`config.mk`:
```
export PLATFORM = sky130hd
export DESIGN_NAME = rsic_top
export DESIGN_NICKNAME = d
export VERILOG_FILES = /design/src/verilog/rsic_pkg.sv /design/src/verilog/rsic_meas_if.sv /design/src/verilog/rsic_tick_gen.sv /design/src/verilog/rsic_log4.sv /design/src/verilog/rsic_top.sv
export SDC_FILE = /design/constraint.sdc
export NUM_CORES = 1
export LEC_CHECK = 0
export ABC_AREA = 1
export ABC_CLOCK_PERIOD_IN_PS = 4600
export CAP_MARGIN = 25
export CORE_UTILIZATION = 40
export DETAILED_ROUTE_END_ITERATION = 8
export DONT_BUFFER_PORTS = 1
export GPL_TIMING_DRIVEN = 0
export PLACE_DENSITY = 0.54
export SLEW_MARGIN = 40
export SYNTH_ARGS = -nofsm -noshare
export SYNTH_HDL_FRONTEND = slang
export SYNTH_SLANG_ARGS = --single-unit
```
`constraint.sdc`:
```
create_clock -name clk -period 4.6 [get_ports clk]
set_input_delay 0.23 -clock clk [delete_from_list [all_inputs] [get_ports clk]]
set_output_delay 0.23 -clock clk [all_outputs]
set_load 0.01 [all_outputs]
```
`src/verilog/rsic_pkg.sv`:
```
// Shared constants, register map and helpers of the strength readout block
package rsic_pkg;

  ////////////////////////////////////////////////////////////////////////////
  // Clocking
  localparam int unsigned CLK_HZ  = 100_000_000;
  // Filter clock at divider setting zero: twice the widest channel bandwidth
  localparam int unsigned BASE_HZ = 614_400;
  localparam int          NCO_W   = 24;
  localparam logic [NCO_W-1:0] NCO_INC =
    NCO_W'((64'(BASE_HZ) << NCO_W) / 64'(CLK_HZ));
  localparam int unsigned CYC_LO  = CLK_HZ / BASE_HZ;
  localparam int unsigned CYC_HI  = CYC_LO + 1;

  ////////////////////////////////////////////////////////////////////////////
  // Widths
  localparam int AMP_W   = 27;
  localparam int STR_W   = 7;
  localparam int TRIM_W  = 7;
  localparam int GAIN_W  = 5;
  localparam int AVG_W   = 2;
  localparam int DIV_W   = 5;
  localparam int UPD_W   = 16;
  localparam int SUM_W   = AMP_W + 4;

  localparam logic [STR_W-1:0] STR_MAX = 7'h6a;

  ////////////////////////////////////////////////////////////////////////////
  // Register map, byte offsets
  localparam logic [7:0] OFS_CFG      = 8'h00;
  localparam logic [7:0] OFS_STRENGTH = 8'h04;
  localparam logic [7:0] OFS_PHASE    = 8'h08;
  localparam logic [7:0] OFS_GAIN     = 8'h0c;
  localparam logic [7:0] OFS_MAXGAIN  = 8'h10;
  localparam logic [7:0] OFS_UPDATES  = 8'h14;

  // Field positions
  localparam int CFG_AVG_LSB   = 0;
  localparam int CFG_DIV_LSB   = 8;
  localparam int STR_FRESH_BIT = 7;

  // Reset values
  localparam logic [AVG_W-1:0]  AVG_RST     = 2'h0;
  localparam logic [DIV_W-1:0]  DIV_RST     = 5'h00;
  localparam logic [TRIM_W-1:0] TRIM_RST    = 7'h00;
  localparam logic [GAIN_W-1:0] MAXGAIN_RST = 5'h00;

  // Index of the last sample of an averaging run
  function automatic logic [3:0] avg_last(input logic [AVG_W-1:0] sel);
    return 4'((5'h02 << sel) - 5'h01);
  endfunction

endpackage

```
`src/verilog/rsic_meas_if.sv`:
```
// Averaged amplitude to strength conversion channel
`timescale 1ns/1ps
interface rsic_meas_if;
  import rsic_pkg::*;
  logic [AMP_W-1:0] mean;
  logic             mean_valid;
  logic [STR_W-1:0] strength;
  logic             strength_valid;
  modport conv (input mean, input mean_valid, output strength, output strength_valid);
  modport user (output mean, output mean_valid, input strength, input strength_valid);
endinterface

```
`src/verilog/rsic_tick_gen.sv`:
```
// Filter clock strobe generator: fractional base rate divided by the decimation
`timescale 1ns/1ps
module rsic_tick_gen (
  // Clock and reset
  input  wire logic                      clk,
  input  wire logic                      rst_b,
  // Decimation setting
  input  wire logic [rsic_pkg::DIV_W-1:0] div_sel,
  // One-cycle strobe at the filter output rate
  output logic                           filter_tick
);
  import rsic_pkg::*;

  logic [NCO_W-1:0] nco_r;
  logic [DIV_W-1:0] cnt_r;
  logic             filter_tick_r;
  logic [NCO_W:0]   nco_sum;
  logic             base_tick;
  logic             fire;

  assign nco_sum     = {1'b0, nco_r} + {1'b0, NCO_INC};
  assign base_tick   = nco_sum[NCO_W];
  assign fire        = base_tick && (cnt_r >= div_sel);
  assign filter_tick = filter_tick_r;

  always_ff @(posedge clk or negedge rst_b) begin
    if (!rst_b) begin
      nco_r         <= '0;
      cnt_r         <= '0;
      filter_tick_r <= 1'b0;
    end else begin
      nco_r         <= nco_sum[NCO_W-1:0];
      filter_tick_r <= fire;
      if (base_tick) begin
        cnt_r <= fire ? '0 : cnt_r + 5'h01;
      end
    end
  end

  ////////////////////////////////////////////////////////////////////////////
  // Period check helpers
  logic [15:0]      gap_r;
  logic             armed_r;
  logic             moved_r;
  logic [DIV_W-1:0] div_q_r;

  always_ff @(posedge clk or negedge rst_b) begin
    if (!rst_b) begin
      gap_r   <= 16'h0000;
      armed_r <= 1'b0;
      moved_r <= 1'b1;
      div_q_r <= '0;
    end else begin
      gap_r   <= filter_tick_r ? 16'h0001 : gap_r + 16'h0001;
      armed_r <= armed_r | filter_tick_r;
      moved_r <= filter_tick_r ? 1'b0 : (moved_r | (div_sel != div_q_r));
      div_q_r <= div_sel;
    end
  end

  property p_tick_period;
    @(posedge clk) disable iff (!rst_b)
      (filter_tick_r && armed_r && !moved_r && (div_sel == div_q_r)) |->
        (gap_r >= 16'(CYC_LO * (div_sel + 1)) && gap_r <= 16'(CYC_HI * (div_sel + 1)));
  endproperty
  a_tick_period: assert property (p_tick_period)
    else $error("filter strobe period off the divided base rate");

endmodule

```
`src/verilog/rsic_log4.sv`:
```
// Registered conversion of averaged amplitude to four times its base-two log
`timescale 1ns/1ps
module rsic_log4 (
  // Clock and reset
  input  wire logic clk,
  input  wire logic rst_b,
  // Conversion channel
  rsic_meas_if.conv meas
);
  import rsic_pkg::*;

  // Integer part from the leading one, two fraction bits from below it
  function automatic logic [STR_W-1:0] log4(input logic [AMP_W-1:0] m);
    logic [4:0] p;
    logic [1:0] f;
    logic [7:0] v;
    p = 5'h00;
    f = 2'h0;
    for (int i = 1; i < AMP_W; i++) begin
      if (m[i]) begin
        p = 5'(i);
      end
    end
    if (p >= 5'h02) begin
      f = m[p-5'h01 -: 2];
    end else if (p == 5'h01) begin
      f = {m[0], 1'b0};
    end
    v = {1'b0, p, 2'b00} + {6'h00, f};
    return (v > {1'b0, STR_MAX}) ? STR_MAX : v[STR_W-1:0];
  endfunction

  logic [STR_W-1:0] strength_r;
  logic             valid_r;
  logic [AMP_W-1:0] last_mean_r;

  assign meas.strength       = strength_r;
  assign meas.strength_valid = valid_r;

  always_ff @(posedge clk or negedge rst_b) begin
    if (!rst_b) begin
      strength_r  <= '0;
      valid_r     <= 1'b0;
      last_mean_r <= '0;
    end else begin
      valid_r <= meas.mean_valid;
      if (meas.mean_valid) begin
        strength_r  <= log4(meas.mean);
        last_mean_r <= meas.mean;
      end
    end
  end

  property p_saturate;
    @(posedge clk) disable iff (!rst_b)
      (meas.mean_valid && meas.mean[AMP_W-1] && meas.mean[AMP_W-2])
        |=> (valid_r && strength_r == STR_MAX);
  endproperty
  a_saturate: assert property (p_saturate)
    else $error("large amplitude did not saturate at the top value");

  property p_floor;
    @(posedge clk) disable iff (!rst_b)
      (meas.mean_valid && meas.mean < 27'h0000002) |=> (strength_r == 7'h00);
  endproperty
  a_floor: assert property (p_floor)
    else $error("unit amplitude not converted to zero");

  property p_double_step;
    @(posedge clk) disable iff (!rst_b)
      (meas.mean_valid && last_mean_r != 27'h0000000 && !meas.mean[AMP_W-1]
        && meas.mean == (last_mean_r << 1) && strength_r <= 7'h66)
        |=> (strength_r == 7'($past(strength_r) + 7'h04));
  endproperty
  a_double_step: assert property (p_double_step)
    else $error("doubling amplitude did not add four steps");

endmodule

```
`src/verilog/rsic_top.sv`:
```
// Signal strength readout and I/Q trim registers behind an AHB-Lite slave
//
// Notes on behaviour
// Strength is an unsigned 7-bit value held between zero and 106.
// Strength is four times the base-two log of the averaged channel filter amplitude.
// One strength step stands for 1.5 dB of relative power.
// The averaging field selects 2^(field+1) filter samples per strength update.
// The filter clock that paces averaging runs at twice the channel bandwidth.
// Field value 11 averages 16 samples, giving updates at channel bandwidth over 8.
// Software derives absolute power from 1.5 dB per step, three times max gain and an offset.
// Software tunes phase and gain trims to minimise the strength of an image tone.
// Software starts with both estimates zero and step 64, halving the step after pass one.
// Software writes gain first, then phase at +2,+1,0,-1,-2 steps, clamping at 127.
// Software waits 3 ms after a trim write and averages 8 reads 0.5 ms apart; the bench host model waits 400 cycles (4 us) for both.
// Software reads strength no faster than one update period.
// Software repeats from the halving step while the step exceeds one.
// Software forms a curvature term and adds a correction clamped to one step.
// Software mirrors the sweep on gain, then writes both final estimates.
`timescale 1ns/1ps
module rsic_top (
  // Clock and reset
  input  wire logic                        clk,
  input  wire logic                        rst_b,
  // AHB-Lite slave
  input  wire logic                        hsel,
  input  wire logic [31:0]                 haddr,
  input  wire logic [1:0]                  htrans,
  input  wire logic                        hwrite,
  input  wire logic [2:0]                  hsize,
  input  wire logic [31:0]                 hwdata,
  input  wire logic                        hready,
  output logic                             hreadyout,
  output logic                             hresp,
  output logic [31:0]                      hrdata,
  // Channel filter amplitude, sampled on the filter strobe
  input  wire logic [rsic_pkg::AMP_W-1:0]  amp_in,
  // Analog controls and measurement
  output logic [rsic_pkg::TRIM_W-1:0]      phase_estimate,
  output logic [rsic_pkg::TRIM_W-1:0]      gain_estimate,
  output logic [rsic_pkg::GAIN_W-1:0]      amp_gain_cfg_three,
  output logic [rsic_pkg::STR_W-1:0]       strength
);
  import rsic_pkg::*;

  ////////////////////////////////////////////////////////////////////////////
  // Bus front end
  logic        hreadyout_r;
  logic [31:0] hrdata_r;
  logic        wr_pend_r;
  logic        rd_pend_r;
  logic [7:0]  addr_r;

  logic        addr_take;
  logic        rd_take;
  logic        wr_cfg;
  logic        wr_phase;
  logic        wr_gain;
  logic        wr_maxgain;
  logic        rd_strength;
  logic [31:0] rd_value;

  // Transfer size is not checked; every access is taken as a whole word
  assign addr_take   = hsel && htrans[1] && hready;
  assign rd_take     = addr_take && !hwrite;
  assign wr_cfg      = wr_pend_r && (addr_r == OFS_CFG);
  assign wr_phase    = wr_pend_r && (addr_r == OFS_PHASE);
  assign wr_gain     = wr_pend_r && (addr_r == OFS_GAIN);
  assign wr_maxgain  = wr_pend_r && (addr_r == OFS_MAXGAIN);
  assign rd_strength = rd_pend_r && (addr_r == OFS_STRENGTH);

  assign hreadyout = hreadyout_r;
  assign hresp     = 1'b0;
  assign hrdata    = hrdata_r;

  // Reads take one wait state so that a write just before is seen
  always_ff @(posedge clk or negedge rst_b) begin
    if (!rst_b) begin
      hreadyout_r <= 1'b1;
      wr_pend_r   <= 1'b0;
      rd_pend_r   <= 1'b0;
      addr_r      <= 8'h00;
      hrdata_r    <= 32'h00000000;
    end else begin
      hreadyout_r <= !rd_take;
      wr_pend_r   <= addr_take && hwrite;
      rd_pend_r   <= rd_take;
      if (addr_take) begin
        addr_r <= haddr[7:0];
      end
      if (rd_pend_r) begin
        hrdata_r <= rd_value;
      end
    end
  end

  ////////////////////////////////////////////////////////////////////////////
  // Registers
  logic [AVG_W-1:0]  avg_sel_r;
  logic [DIV_W-1:0]  div_sel_r;
  logic [TRIM_W-1:0] phase_r;
  logic [TRIM_W-1:0] gain_r;
  logic [GAIN_W-1:0] maxgain_r;
  logic [STR_W-1:0]  strength_r;
  logic              fresh_r;
  logic [UPD_W-1:0]  updates_r;

  logic [31:0] cfg_word;
  logic [31:0] str_word;

  assign cfg_word = (32'(avg_sel_r) << CFG_AVG_LSB) | (32'(div_sel_r) << CFG_DIV_LSB);
  assign str_word = 32'(strength_r) | (32'(fresh_r) << STR_FRESH_BIT);

  assign rd_value = (addr_r == OFS_CFG)      ? cfg_word :
                    (addr_r == OFS_STRENGTH) ? str_word :
                    (addr_r == OFS_PHASE)    ? 32'(phase_r) :
                    (addr_r == OFS_GAIN)     ? 32'(gain_r) :
                    (addr_r == OFS_MAXGAIN)  ? 32'(maxgain_r) :
                    (addr_r == OFS_UPDATES)  ? 32'(updates_r) :
                    32'h00000000;

  assign phase_estimate     = phase_r;
  assign gain_estimate      = gain_r;
  assign amp_gain_cfg_three = maxgain_r;
  assign strength           = strength_r;

  always_ff @(posedge clk or negedge rst_b) begin
    if (!rst_b) begin
      avg_sel_r <= AVG_RST;
      div_sel_r <= DIV_RST;
      phase_r   <= TRIM_RST;
      gain_r    <= TRIM_RST;
      maxgain_r <= MAXGAIN_RST;
    end else begin
      if (wr_cfg) begin
        avg_sel_r <= hwdata[CFG_AVG_LSB +: AVG_W];
        div_sel_r <= hwdata[CFG_DIV_LSB +: DIV_W];
      end
      // Seven-bit trims hold the full clamped sweep range
      if (wr_phase) begin
        phase_r <= hwdata[TRIM_W-1:0];
      end
      if (wr_gain) begin
        gain_r <= hwdata[TRIM_W-1:0];
      end
      if (wr_maxgain) begin
        maxgain_r <= hwdata[GAIN_W-1:0];
      end
    end
  end

  ////////////////////////////////////////////////////////////////////////////
  // Filter rate strobe
  logic filter_tick;

  rsic_tick_gen u_tick (
    .clk         (clk),
    .rst_b       (rst_b),
    .div_sel     (div_sel_r),
    .filter_tick (filter_tick)
  );

  ////////////////////////////////////////////////////////////////////////////
  // Amplitude averaging; a configuration write restarts the run
  logic [3:0]       cnt_r;
  logic [SUM_W-1:0] sum_r;
  logic [AMP_W-1:0] mean_r;
  logic             mean_valid_r;
  logic [SUM_W-1:0] sum_nxt;
  logic             run_end;

  assign sum_nxt = sum_r + {4'h0, amp_in};
  assign run_end = filter_tick && (cnt_r == avg_last(avg_sel_r));

  always_ff @(posedge clk or negedge rst_b) begin
    if (!rst_b) begin
      cnt_r        <= 4'h0;
      sum_r        <= '0;
      mean_r       <= '0;
      mean_valid_r <= 1'b0;
    end else begin
      mean_valid_r <= run_end && !wr_cfg;
      if (wr_cfg) begin
        cnt_r <= 4'h0;
        sum_r <= '0;
      end else if (run_end) begin
        cnt_r  <= 4'h0;
        sum_r  <= '0;
        mean_r <= AMP_W'(sum_nxt >> ({1'b0, avg_sel_r} + 3'h1));
      end else if (filter_tick) begin
        cnt_r <= cnt_r + 4'h1;
        sum_r <= sum_nxt;
      end
    end
  end

  ////////////////////////////////////////////////////////////////////////////
  // Log conversion and strength register
  rsic_meas_if meas ();

  assign meas.mean       = mean_r;
  assign meas.mean_valid = mean_valid_r;

  rsic_log4 u_log (
    .clk   (clk),
    .rst_b (rst_b),
    .meas  (meas)
  );

  // Fresh flag: a new value wins over the clear by a strength read
  always_ff @(posedge clk or negedge rst_b) begin
    if (!rst_b) begin
      strength_r <= '0;
      fresh_r    <= 1'b0;
      updates_r  <= '0;
    end else begin
      if (meas.strength_valid) begin
        strength_r <= meas.strength;
        updates_r  <= updates_r + 16'h0001;
      end
      fresh_r <= meas.strength_valid || (fresh_r && !rd_strength);
    end
  end

  ////////////////////////////////////////////////////////////////////////////
  // Checks
  logic [4:0] ticks_r;

  always_ff @(posedge clk or negedge rst_b) begin
    if (!rst_b) begin
      ticks_r <= 5'h00;
    end else if (wr_cfg || mean_valid_r) begin
      ticks_r <= 5'h00;
    end else if (filter_tick) begin
      ticks_r <= ticks_r + 5'h01;
    end
  end

  property p_avg_count;
    @(posedge clk) disable iff (!rst_b)
      mean_valid_r |-> (ticks_r == {1'b0, avg_last(avg_sel_r)} + 5'h01);
  endproperty
  a_avg_count: assert property (p_avg_count)
    else $error("update not after the selected number of samples");

  property p_avg16;
    @(posedge clk) disable iff (!rst_b)
      (mean_valid_r && avg_sel_r == 2'h3) |-> (ticks_r == 5'h10);
  endproperty
  a_avg16: assert property (p_avg16)
    else $error("top averaging setting did not use 16 samples");

  property p_str_max;
    @(posedge clk) disable iff (!rst_b)
      strength_r <= STR_MAX;
  endproperty
  a_str_max: assert property (p_str_max)
    else $error("strength above top of range");

  property p_update_path;
    @(posedge clk) disable iff (!rst_b)
      mean_valid_r |=> ##1 (fresh_r && strength_r == $past(meas.strength));
  endproperty
  a_update_path: assert property (p_update_path)
    else $error("converted strength not stored with fresh flag");

  property p_rd_wait;
    @(posedge clk) disable iff (!rst_b)
      rd_take |=> (!hreadyout ##1 hreadyout);
  endproperty
  a_rd_wait: assert property (p_rd_wait)
    else $error("read wait state not exactly one cycle");

  property p_rd_strength;
    @(posedge clk) disable iff (!rst_b)
      rd_strength |=> (hrdata[STR_W-1:0] == $past(strength_r));
  endproperty
  a_rd_strength: assert property (p_rd_strength)
    else $error("strength read returned wrong value");

  property p_trim_wr;
    @(posedge clk) disable iff (!rst_b)
      wr_phase |=> (phase_estimate == $past(hwdata[TRIM_W-1:0]));
  endproperty
  a_trim_wr: assert property (p_trim_wr)
    else $error("phase trim write not applied");

  property p_gain_wr;
    @(posedge clk) disable iff (!rst_b)
      wr_gain |=> (gain_estimate == $past(hwdata[TRIM_W-1:0]));
  endproperty
  a_gain_wr: assert property (p_gain_wr)
    else $error("gain trim write not applied");

  property p_maxgain_wr;
    @(posedge clk) disable iff (!rst_b)
      wr_maxgain |=> (amp_gain_cfg_three == $past(hwdata[GAIN_W-1:0]));
  endproperty
  a_maxgain_wr: assert property (p_maxgain_wr)
    else $error("max gain write not applied");

  property p_fresh_clear;
    @(posedge clk) disable iff (!rst_b)
      (rd_strength && !meas.strength_valid) |=> !fresh_r;
  endproperty
  a_fresh_clear: assert property (p_fresh_clear)
    else $error("strength read did not clear the fresh flag");

endmodule

```
* Word level (Yosys, flattened, before mapping)
Cells that the tools add are included.
** Operators by class
- $add $sub $neg :: 9
- $lt $le $gt $ge :: 3
- Equal/unequal tests :: 7
- Shift-type cells :: 3
- Mux-type cells :: 44
- Bitwise operators :: 3
- Reduce and logical (&&, ||, !) cells :: 21
** Operators by type and width (count)
- $mux 16 :: 6
- $mux 31 :: 3
- $mux 5 :: 13
- $mux 4 :: 11
- $add 31x27->31 :: 1
- $shr 31x3->27 :: 1
- $shiftx 28x6->2 :: 1
- $add 24x17->25 const B :: 1
- $add 16x1->16 const B :: 1
- $eq 8x4->1 const B :: 2
- $eq 8x5->1 const B :: 2
- $logic_and 1x1->1 :: 13
- $or 2x13->13 :: 1
- $mux 3 :: 4
- $mux 2 :: 5
- $add 7x2->8 :: 1
- $eq 8x3->1 const B :: 1
- $gt 8x7->1 const B :: 1
- $logic_not 8->1 :: 1
- $or 7x8->8 :: 1
- $mux 7 :: 1
- $add 5x1->5 const B :: 1
- $eq 5x1->1 const B :: 1
- $ge 5x2->1 const B :: 1
- 13 further kinds :: 16
** Storage, ports and cells
- Bits in registers :: 194
- Input bits :: 101
- Output and inout bits :: 60

* Depth between registers and ports, before layout
Gate-level depths: netlist of the first run.
- Depth after elaboration :: 34
- Gate-level depth with buffers :: 41
- Mapped depth without buffers :: 39

* Hierarchy
From an unflattened synthesis of the first run, not the netlist that was laid out.
** Unflattened totals
- Cells, all modules :: 1753
- Area total of the unflattened synthesis :: 12074.1 um2
** By module, submodules not included
- rsic_top :: instances 1, cells each 1198, area each 8620.8 um2
- rsic_tick_gen :: instances 1, cells each 302, area each 2057.0 um2
- rsic_log4 :: instances 1, cells each 253, area each 1396.3 um2

* Worst setup path after synthesis of the first run
OpenSTA, ideal clock, no wires.
- Path kind :: register -> register
- Start :: register mean_r[2]
- End :: register u_log.strength_r[0] (netlist: u_log.meas.strength[0])
- Setup time :: 116 ps
- Arrival time :: 3148 ps
- Slack :: 1335 ps
- Stages on the path, launching flop included :: 41
- Buffers on the path :: 2
- Path through :: dfrtp_1 -> inv_2 -> nand2_1 -> nand2_1 -> nand2_1 -> nand2_1 -> nand2_1 -> nand2_1 -> nand2_1 -> nand2_1 -> nand2_1 -> nand2_1 -> nand2_1 -> nand2_1 -> nand2_1 -> nand2_1 -> nand2_1 -> nand2_1 -> (+5 left out) -> nand2_1 -> nand2_2 -> nand2_2 -> buf_6 -> buf_6 -> inv_1 -> ha_1 -> inv_1 -> xor2_2 -> inv_1 -> nand3_1 -> o21ai_2 -> a21oi_2 -> nand2_2 -> nand4_1 -> nand3_2 -> nand2_1 -> nand2_1
** Between the ends
- Cells in the longest elaborated chain, start to end :: 33
- Elaborated cells on any way between the ends :: 36
- Classes of those cells :: 2 x add/sub; 2 x order compare; 1 x eq/ne; 1 x shift; 30 x mux
** RTL lines
- from (decl) :: line rsic_top.sv:166 : logic [AMP_W-1:0] mean_r;
- from (signal assigned) :: line rsic_top.sv:188 : mean_r <= AMP_W'(sum_nxt >> ({1'b0, avg_sel_r} + 3'h1));
- $mux 2 (2 in series) :: line rsic_log4.sv:20 : if (m[i]) begin
- $mux 3 (4 in series) :: line rsic_log4.sv:20
- $mux 4 (8 in series) :: line rsic_log4.sv:20
- $mux 5 (11 in series) :: line rsic_log4.sv:20
- $mux 5 :: line rsic_log4.sv:47 : if (meas.mean_valid) begin
- $sub 5x1->5 or $eq 5x1->1 (tied branches) :: line rsic_log4.sv:25, rsic_log4.sv:26
- $shiftx 28x6->2 or $mux 2 (tied branches) :: line rsic_log4.sv:25, rsic_log4.sv:26
- $mux 2 :: line rsic_log4.sv:24 : if (p >= 5'h02) begin
- $mux 2 :: line rsic_log4.sv:47
- $add 7x2->8 (*) :: line rsic_log4.sv:29 : v = {1'b0, p, 2'b00} + {6'h00, f};
- $gt 8x7->1 :: line rsic_log4.sv:30 : return (v > {1'b0, STR_MAX}) ? STR_MAX : v[STR_W-1:0];
- $mux 7 (*) :: line rsic_log4.sv:30
- to (signal assigned) :: line rsic_log4.sv:48 : strength_r <= log4(meas.mean);
- to (decl) :: line rsic_log4.sv:33 : logic [STR_W-1:0] strength_r;
Every way passes the cells marked *; elsewhere a longest branch is shown, timed or not. The select of a mux whose other input is x is not followed.
A chain may end at the register's enable or synchronous reset.

* Worst setup path in the final report of the first run
- Start :: register mean_r[2]
- End :: register u_log.strength_r[1] (netlist: u_log.meas.strength[1])
The elaborated chain is that of the path after synthesis.

==> flow_summary.yaml, run 1 <==
yosys:
  synth.most_common_cell: "nand2_1"
  synth_flop_cell: "dfrtp_1"
  seq_area_frac_synth_pct: 43.40
  ys_seq_elements: 178
  synth.distinct_cells: 58
  synthesis.area_um2: 10270
  netlist_instances: 1287
  yosysTopAreaCell: "dfrtp_1"
  ys_warn_count: 0
  avgSynthCellArea_um2: 7.978
  yosysTopAreaCellShare_pct: 43.14
  synth_async_sr_flop_share_pct: 100.0
  synth_area_leaders: "dfrtp_1 (43%), nand2_1 (11%), o21ai_0 (6.0%), inv_1 (5.3%), ha_1 (4.9%)"
  synth_edf_count: 0
  synthTopCellsByCount: "nand2_1 (308), dfrtp_1 (177), inv_1 (145)"
routing:
  via_per_inst: 5.030
  num_vias: 8485
  drtIter0Drc: 453
  drtPass1Iterations: 5
  routedWlPerCell_um: 15.17
  wl_um: 25590
  drc: 0
  drtAntennaViolNets: 0
critical_path:
  crit_top_cell: "nand2_1"
  path_class: "reg -> reg"
  crit_slowest_cell: "dfrtp_1"
  critPathMaxStageDelay_ps: 420
  end_kind: "register"
  ff2ff_path_depth: 40
  critPathRequiredTime_ps: 4920
  cp_max_fo: 11
  cp-start-kind: "register"
  cp.arrival_ps: 4380
timing:
  clock_skew_ps: 15.89
  setup_tns_ps: 0
  setup_viol: 0
  slew_headroom_pct: 60.78
  max_freq_ghz: 0.2465
  hold_viol: 0
  fin_crit_sh_pct: 88.21
  rsz0062_at_grt: "no"
  drv_slew: 0
  tightest_slew_ps: 584.0
  min_period_ps: 4057
clocking:
  cts_tree: "yes"
  postCtsSetupBuffers: 0
  htreeDepth: 4
  clk_latency_ps: 440
  cts_inserted_buffers: 17
  cts-root-buf: "clkbuf_16"
  clk_pin_slew_worst_paths_ps: 80
  cts.sinks: 178
  cts_max_path_buffers: 2
layout:
  diodes: 0
  finalNetCount: 1486
  synthToLayoutAreaGrowth_pct: 13.53
  final_area_um2: 11660
  final_layout_size_suffix_gt1_share_pct: 8.254
power_and_ir_drop:
  peakVddDrop_mv: 0.1735
  p_leak_nw: 5.521
  power.density_nw_per_um2: 297.2
floorplanning:
  core_um2: 25180
  die_width_um: 162.2
  die_h_um: 162.2
  die_area_um2: 26310
  rows: 58
  initial_core_util_pct: 40.77
  ios: 161
placement:
  io_buffers: 0
  place_hpwl_um: 18900
  gp_congestion: 0.8672
  placed_cell_area_um2: 10750
global_route:
  grt_max_degree: 179
  globalRouteTotalUtil_pct: 20.35
  grt_pass1_vias: 8143
  grt_first_pass_wirelength_um: 42580
  grt_antenna_before_repair: 0
  overflow: 0
min_path:
  hold_depth: 2
  worst_hold_path_type: "in -> reg"
job:
  max-cap-violations: 0
status:
  status: "finished, final reports clean"
## timing repair
action                     in CTS  in global routing
hold buffers                   21                  0
hold endpoints to repair      204                  0
resized for setup               0                  0
setup endpoints to repair       0                  0
## where the power goes
| part | internal, mW | switching, mW | leakage, nW |
|---|---|---|---|
| registers | 1.59 | 0.0211 | 1.96 |
| logic | 0.110 | 0.194 | 3.25 |
| clock network | 0.764 | 0.787 | 0.307 |
## per-layer routing
metal,up-vias,part of all wire [%],track usage (%)
met3,22,5.0,4.571
met2,196,45,31.35
met4,0,1.2,4.674
li1,4320,-,-
met1,3947,49,28.94
met5,-,0,0
## metrics by stage
| step | cells | hold WS [ps] | power [mW] | util (%) | setup slack [ps] |
|---|---|---|---|---|---|
| after floorplan | 1303 | -65.59 | 1.832 | - | 1335 |
| after detailed placement | 1633 | -52.22 | 1.890 | 42.70 | 630.6 |
| after global placement | 1633 | -53.94 | 1.885 | 42.65 | 629.7 |
| after CTS | 1686 | 56.83 | 3.508 | 46.13 | 583.2 |
| final | 1687 | 57.96 | 3.464 | 46.29 | 542.5 |
| after global routing | 1687 | 56.24 | 3.623 | 46.29 | 56.20 |
## placed cells by master, fill, tap and decap left out, types with 3 or more instances in the layout
cell type | synthesis | final
nor2_1 | 62 | 61
a31oi_1 | 8 | 8
o21ai_0 | 123 | 123
xnor2_1 | 18 | 18
clkbuf_16 | 0 | 17
clkinv_8 | 0 | 5
o211ai_1 | 14 | 14
a221oi_1 | 4 | 4
or2_2 | 3 | 3
inv_1 | 145 | 145
nand2_1 | 308 | 308
nand3_2 | 3 | 3
dlygate4sd3_1 | 0 | 20
nand3_1 | 92 | 92
buf_4 | 18 | 18
o21ai_1 | 28 | 28
inv_2 | 9 | 9
xor2_1 | 48 | 48
o31ai_1 | 5 | 5
mux2_2 | 4 | 4
inv_12 | 0 | 4
ha_1 | 40 | 40
a21boi_2 | 4 | 4
o21a_1 | 5 | 5
dfrtp_1 | 177 | 177
nand4_1 | 6 | 6
nand2_2 | 5 | 5
nor3_1 | 11 | 10
o21ai_2 | 7 | 7
conb_1 | 1 | 17
a21oi_1 | 52 | 52
nor4_1 | 5 | 4
clkbuf_1 | 30 | 30
buf_2 | 8 | 8
o22ai_1 | 6 | 6
inv_6 | 0 | 4
clkinv_1 | 5 | 5
## final timing paths
kind                                                 from                                  to  slack [ps]
worst min register to register  u_tick.nco_r[0]$_DFF_PN0_           u_tick.nco_r[0]$_DFF_PN0_         420
worst min-delay path                            hwdata[1]            avg_sel_r[1]$_DFFE_PN0P_          60
worst max register to register      mean_r[2]$_DFFE_PN0P_  u_log.meas.strength[1]$_DFFE_PN0P_         540
max in group asynchronous                           rst_b               sum_r[30]$_DFFE_PN0P_        3370
min in group asynchronous                           rst_b             strength[5]$_DFFE_PN0P_         340
worst max-delay path                mean_r[2]$_DFFE_PN0P_  u_log.meas.strength[1]$_DFFE_PN0P_         540
## area by class of cell
| class | instances | area [um2] |
|---|---|---|
| inverter | 160 | 601.8 |
| fill | 2516 | 13530 |
| clock inverter | 15 | 212.7 |
| multi-input combinational | 905 | 4959 |
| clock buffer | 17 | 425.4 |
| buffer | 60 | 334.1 |
| timing repair buffer | 22 | 255.2 |
| sequential | 178 | 4456 |
| tap | 330 | 412.9 |
## kinds of logic after synthesis
kind of cell	Yosys count	synth area share, %
adders and majority gates	41	5.069
other	1	0.03652
xor gates and xnor gates	68	5.947
DFF	178	43.40
and+or+nand+nor	499	20.33
AOI/OAI and AO/OA	275	15.57
muxes	5	0.5362
buffers and inverters	220	9.115
## critical path: cells and delay by family, from the launching register on
family	cells	cell delay, ps
simple gates	31	2030
fa+ha+maj	1	200
buf+inv	6	840
xor+xnor	1	380
flops	1	420
compound gates	1	70
## flip-flops by register name, indices dropped and copies added (netlist names), 2 cells and up
name,cells
addr_r,8
amp_gain_cfg_three,5
avg_sel_r,2
cnt_r,4
div_sel_r,5
gain_estimate,7
hrdata,16
mean_r,27
phase_estimate,7
strength,7
sum_r,31
u_log.meas.strength,7
u_tick.cnt_r,5
u_tick.nco_r,24
updates_r,16
Note: power is estimated with default switching activity, not from simulation.
==> run 2: changes to the inputs <==
PLACE_DENSITY = unset   (was 0.54)
==> run 2 against run 1 <==
Critical path depth unchanged. Clock-buffer cell count unchanged. Sequential power hardly changed. Combinational power decreased by 3%. Largest power group unchanged. Critical path type unchanged. Register-to-register slack improved by 90 ps. Maximum frequency grew 2.3%. Power up 0.41%. Cell area about the same. Hold slack got worse by 37 ps. Clock power barely moved.
==> flow_summary.yaml, run 2 (synthesized netlist as in run 1, its figures left out) <==
timing:
  max_freq_ghz: 0.2522
  tightest_slew_ps: 880.9
  setup_tns_ps: 0
  min_period_ps: 3965
  hold_slack_ps: 20.53
  rsz0062_at_grt: "no"
  clock_skew_ps: 14.88
  setup_viol: 0
  slew_headroom_pct: 40.79
  hold_viol: 0
  fin_crit_sh_pct: 86.19
  drv_slew: 0
clocking:
  cts_max_path_buffers: 2
  clk_latency_ps: 450
  clk_pin_slew_worst_paths_ps: 80
  cts-root-buf: "clkbuf_16"
  cts_inserted_buffers: 17
  cts.sinks: 178
  cts_tree: "yes"
  htreeDepth: 4
  postCtsSetupBuffers: 0
critical_path:
  crit_top_cell: "nand2_1"
  end_kind: "register"
  cp.arrival_ps: 4300
  cp-start-kind: "register"
  critPathMaxStageDelay_ps: 420
  cp_max_fo: 11
  path_class: "reg -> reg"
  critPathRequiredTime_ps: 4940
  crit_slowest_cell: "dfrtp_1"
global_route:
  globalRouteTotalUtil_pct: 19.63
  grt_first_pass_wirelength_um: 41410
  overflow: 0
  grt_pass1_vias: 8164
  grt_antenna_before_repair: 0
  grt_max_degree: 179
routing:
  wl_um: 24790
  drtPass1Iterations: 5
  routedWlPerCell_um: 14.69
  drc: 0
  via_per_inst: 5.046
  num_vias: 8512
  drtAntennaViolNets: 0
  drtIter0Drc: 503
layout:
  largest_reg_flops: 31
  final_common_cell: "nand2_1"
  largest-register: "sum_r"
  reg_top3: "sum_r x31, mean_r x27, u_tick.nco_r x24"
  final_util_pct: 46.26
  synthToLayoutAreaGrowth_pct: 13.47
  final_area_um2: 11650
  final_layout_size_suffix_gt1_share_pct: 8.180
  finalNetCount: 1486
  diodes: 0
  layout_common_cells: "nand2_1 (308), dfrtp_1 (177), inv_1 (145)"
power_and_ir_drop:
  p_leak_nw: 5.522
  peakVddDrop_mv: 0.2457
  power_mw: 3.478
  power.density_nw_per_um2: 298.6
placement:
  placed_cell_area_um2: 10750
  io_buffers: 0
  place_hpwl_um: 18200
  gp_congestion: 0.8446
floorplanning:
  ios: 161
  initial_core_util_pct: 40.77
  die_h_um: 162.2
  core_um2: 25180
  die_area_um2: 26310
  rows: 58
  die_width_um: 162.2
job:
  max-cap-violations: 0
min_path:
  worst_hold_path_type: "in -> reg"
status:
  status: "finished, final reports clean"
run 2: changes by cell type in the layout (fill, tap and decap cells not counted):
| cell | before | now |
|---|---|---|
| inv_8 | 1 | 3 |
| nor4_4 | 1 | 0 |
| nor2_2 | 1 | 0 |
| inv_12 | 4 | 3 |
| nor4_2 | 0 | 1 |
| inv_6 | 4 | 2 |
| clkinv_8 | 5 | 6 |
| nor2_1 | 61 | 62 |
run 2: what timing repair did:
action,in CTS,in global routing
resized for setup,0,0
hold endpoints to repair,207,0
hold buffers,21,0
run 2: path summary, 6_finish.rpt:
path | slack [ps] | startpoint | cells past startpoint | to
max | 640 | mean_r[2]$_DFFE_PN0P_ | 40 | u_log.meas.strength[2]$_DFFE_PN0P_
min | 20 | hwdata[0] | 2 | gain_estimate[0]$_DFFE_PN0P_
max reg2reg | 640 | mean_r[2]$_DFFE_PN0P_ | 40 | u_log.meas.strength[2]$_DFFE_PN0P_
min reg2reg | 430 | u_tick.nco_r[0]$_DFF_PN0_ | 1 | u_tick.nco_r[0]$_DFF_PN0_
max in group asynchronous | 3400 | rst_b | 3 | u_tick.nco_r[4]$_DFF_PN0_
min in group asynchronous | 360 | rst_b | 2 | u_log.meas.strength[4]$_DFFE_PN0P_
run 2: cell type report:
class | count | area [um2]
fillers | 2475 | 13530
multi-input cells | 905 | 4947
flip-flops and latches | 178 | 4456
inverters | 160 | 601.8
clock buffers | 17 | 425.4
well taps | 330 | 412.9
plain buffers | 60 | 334.1
repair buffers | 22 | 255.2
clock inverters | 15 | 217.7
run 2: per-stage QoR:
| step | instances | setup WS, ps |
|---|---|---|
| after CTS | 1686 | 623.9 |
| final | 1687 | 635.3 |
| after detailed placement | 1633 | 668.4 |
| after global placement | 1633 | 661.2 |
| after floorplan | 1303 | 1335 |
| after global routing | 1687 | 64.68 |
run 2: worst max-delay path: cells and delay by family, from the launching register on:
family,cells,cell delay (ps)
adders and majority gates,1,200
and+or+nand+nor,32,2080
buffers and inverters,6,820
xor gates and xnor gates,1,350
DFF,1,420
run 2: power by group:
group          internal (mW)  switching [mW]
Clock                  0.766           0.808
Sequential              1.59          0.0211
Combinational          0.110           0.186
run 2: routing by layer:
layer	vias up	GRT usage (%)	part of all wire, %
li1	4305	-	-
met1	4009	26.92	49
met2	179	31.19	45
met3	19	4.392	5.0
met4	0	5.017	1.1
met5	-	0	0
==> run 3: changes to the inputs <==
CORE_ASPECT_RATIO = 1.1   (was unset)
REMOVE_ABC_BUFFERS = 1   (was unset)
==> run 3 against run 2 <==
Die area hardly changed. Power is 1.9% lower. Maximum frequency is 0.36% lower. Sequential share of layout area is 0.64 points higher. Clock power is 3% lower. Clock-buffer cell count stayed put. Cell count is 2.4% lower. Via count is 3.7% lower. Clock skew is 6.2 ps higher. Utilization is 0.89 points lower. Largest cell class unchanged. Worst setup slack worse by 14 ps. Critical path depth is 2 lower.
==> flow_summary.yaml, run 3 (synthesized netlist as in run 1, its figures left out) <==
timing:
  clock_skew_ps: 21.11
  drv_slew: 0
  setup_tns_ps: 0
  min_period_ps: 3979
  slew_headroom_pct: 45.06
  setup_viol: 0
  hold_slack_ps: 47.30
  max_freq_ghz: 0.2513
  tightest_slew_ps: 821.1
  hold_viol: 0
  fin_crit_sh_pct: 86.50
  rsz0062_at_grt: "no"
clocking:
  cts_inserted_buffers: 17
  htreeDepth: 4
  cts_tree: "yes"
  clk_pin_slew_worst_paths_ps: 80
  cts-root-buf: "clkbuf_16"
  clk_latency_ps: 440
  cts_max_path_buffers: 2
  cts.sinks: 178
critical_path:
  critPathRequiredTime_ps: 4910
  cp.buffers_inverters: 4
  end_kind: "register"
  cp-start-kind: "register"
  cp.arrival_ps: 4290
  cp_max_fo: 30
  crit_slowest_cell: "dfrtp_1"
  worst_path_dominant_cell_family: "simple AND/OR/NAND/NOR gates"
  path_class: "reg -> reg"
  critPathMaxStageDelay_ps: 410
  crit_top_cell: "nand2_1"
routing:
  num_vias: 8197
  drc: 0
  top_layer: "met4"
  drtPass1Iterations: 4
  wl_met2_um: 10260
  routedWlPerCell_um: 13.67
  wl_um: 22520
  drtIter0Drc: 474
  drtAntennaViolNets: 0
  met3_length_um: 1182
  via_per_inst: 4.977
  met1_length_um: 10790
layout:
  fillers: 2522
  diodes: 0
  reg_top3: "sum_r x31, mean_r x27, u_tick.nco_r x24"
  synthToLayoutAreaGrowth_pct: 11.65
  layout_common_cells: "nand2_1 (308), dfrtp_1 (175), inv_1 (145)"
  largest-register: "sum_r"
  finalNetCount: 1430
  final_layout_size_suffix_gt1_share_pct: 7.071
  largest_reg_flops: 31
  final_common_cell: "nand2_1"
floorplanning:
  die_h_um: 170.0
  core_um2: 25260
  ios: 161
  die_area_um2: 26310
  die_width_um: 154.8
  rows: 61
  initial_core_util_pct: 40.64
power_and_ir_drop:
  power.density_nw_per_um2: 297.7
  peakVddDrop_mv: 0.2020
  p_leak_nw: 5.384
global_route:
  grt_first_pass_wirelength_um: 38160
  globalRouteTotalUtil_pct: 17.81
  grt_max_degree: 179
  grt_antenna_before_repair: 0
  grt_pass1_vias: 7830
  overflow: 0
status:
  status: "finished, final reports clean"
placement:
  gp_congestion: 0.8616
  io_buffers: 0
  place_hpwl_um: 15870
min_path:
  worst_hold_path_type: "in -> reg"
job:
  max-cap-violations: 0
==> run 3: power by group <==
part | leakage (nW) | total [mW] | internal [mW] | switching (mW)
sequential | 1.96 | 1.61 | 1.59 | 0.0226
combinational | 3.12 | 0.278 | 0.100 | 0.178
clock | 0.305 | 1.52 | 0.760 | 0.764
total | 5.38 | 3.41 | 2.45 | 0.965
==> run 3: final cells by class <==
class / count / area, um2 / share of cell area [%]
multi-input cells: 905 / 4997 / 43.59
flip-flops and latches: 178 / 4458 / 38.89
inverters: 160 / 603.1 / 5.261
well taps: 346 / 432.9 / 3.776
clock buffers: 17 / 425.4 / 3.711
repair buffers: 26 / 335.3 / 2.925
clock inverters: 15 / 211.5 / 1.845
==> run 3: worst paths after layout <==
check | start | end | slack [ps] | cells past startpoint
max | mean_r[2]$_DFFE_PN0P_ | u_log.meas.strength[0]$_DFFE_PN0P_ | 620 | 38
min | hwdata[0] | avg_sel_r[0]$_DFFE_PN0P_ | 50 | 2
max reg2reg | mean_r[2]$_DFFE_PN0P_ | u_log.meas.strength[0]$_DFFE_PN0P_ | 620 | 38
min reg2reg | u_tick.nco_r[0]$_DFF_PN0_ | u_tick.nco_r[0]$_DFF_PN0_ | 430 | 1
max in group asynchronous | rst_b | avg_sel_r[0]$_DFFE_PN0P_ | 3370 | 3
min in group asynchronous | rst_b | sum_r[1]$_DFFE_PN0P_ | 420 | 2
==> run 3: repair_timing <==
item                                   4_1_cts  5_1_grt
setup endpoints to repair                    0        4
setup buffers                                0        0
endpoints found under the hold margin      208        0
hold buffers                                22        0
resized for setup                            0        4
==> run 3: layer usage <==
metal / up-vias / global-route usage (%)
met5: - / 0
met4: 0 / 5.381
met3: 22 / 4.304
met2: 159 / 29.00
met1: 3823 / 23.38
li1: 4193 / -
==> run 3: metrics by stage <==
step                total power, mW  setup WS (ps)  std cells  cell area, um2  utilization [%]
finish                        3.413          621.0       1647           11460            45.38
global route                  3.574          109.1       1647           11460            45.38
CTS                           3.466          37.79       1646           11400            45.13
detailed placement            1.867          71.34       1592           10530            41.67
global placement              1.862          -1284       1589           10430            41.27
floorplan                     1.820          477.9       1243            9993                -
==> run 3: worst reg2reg max path: cells and delay by family (launching register included) <==
family                     cells  cell delay (ps)
adders and majority gates      1              210
xor gates and xnor gates       1              340
AOI/OAI and AO/OA              1              140
and+or+nand+nor               31             2200
DFF                            1              410
buffers and inverters          4              560
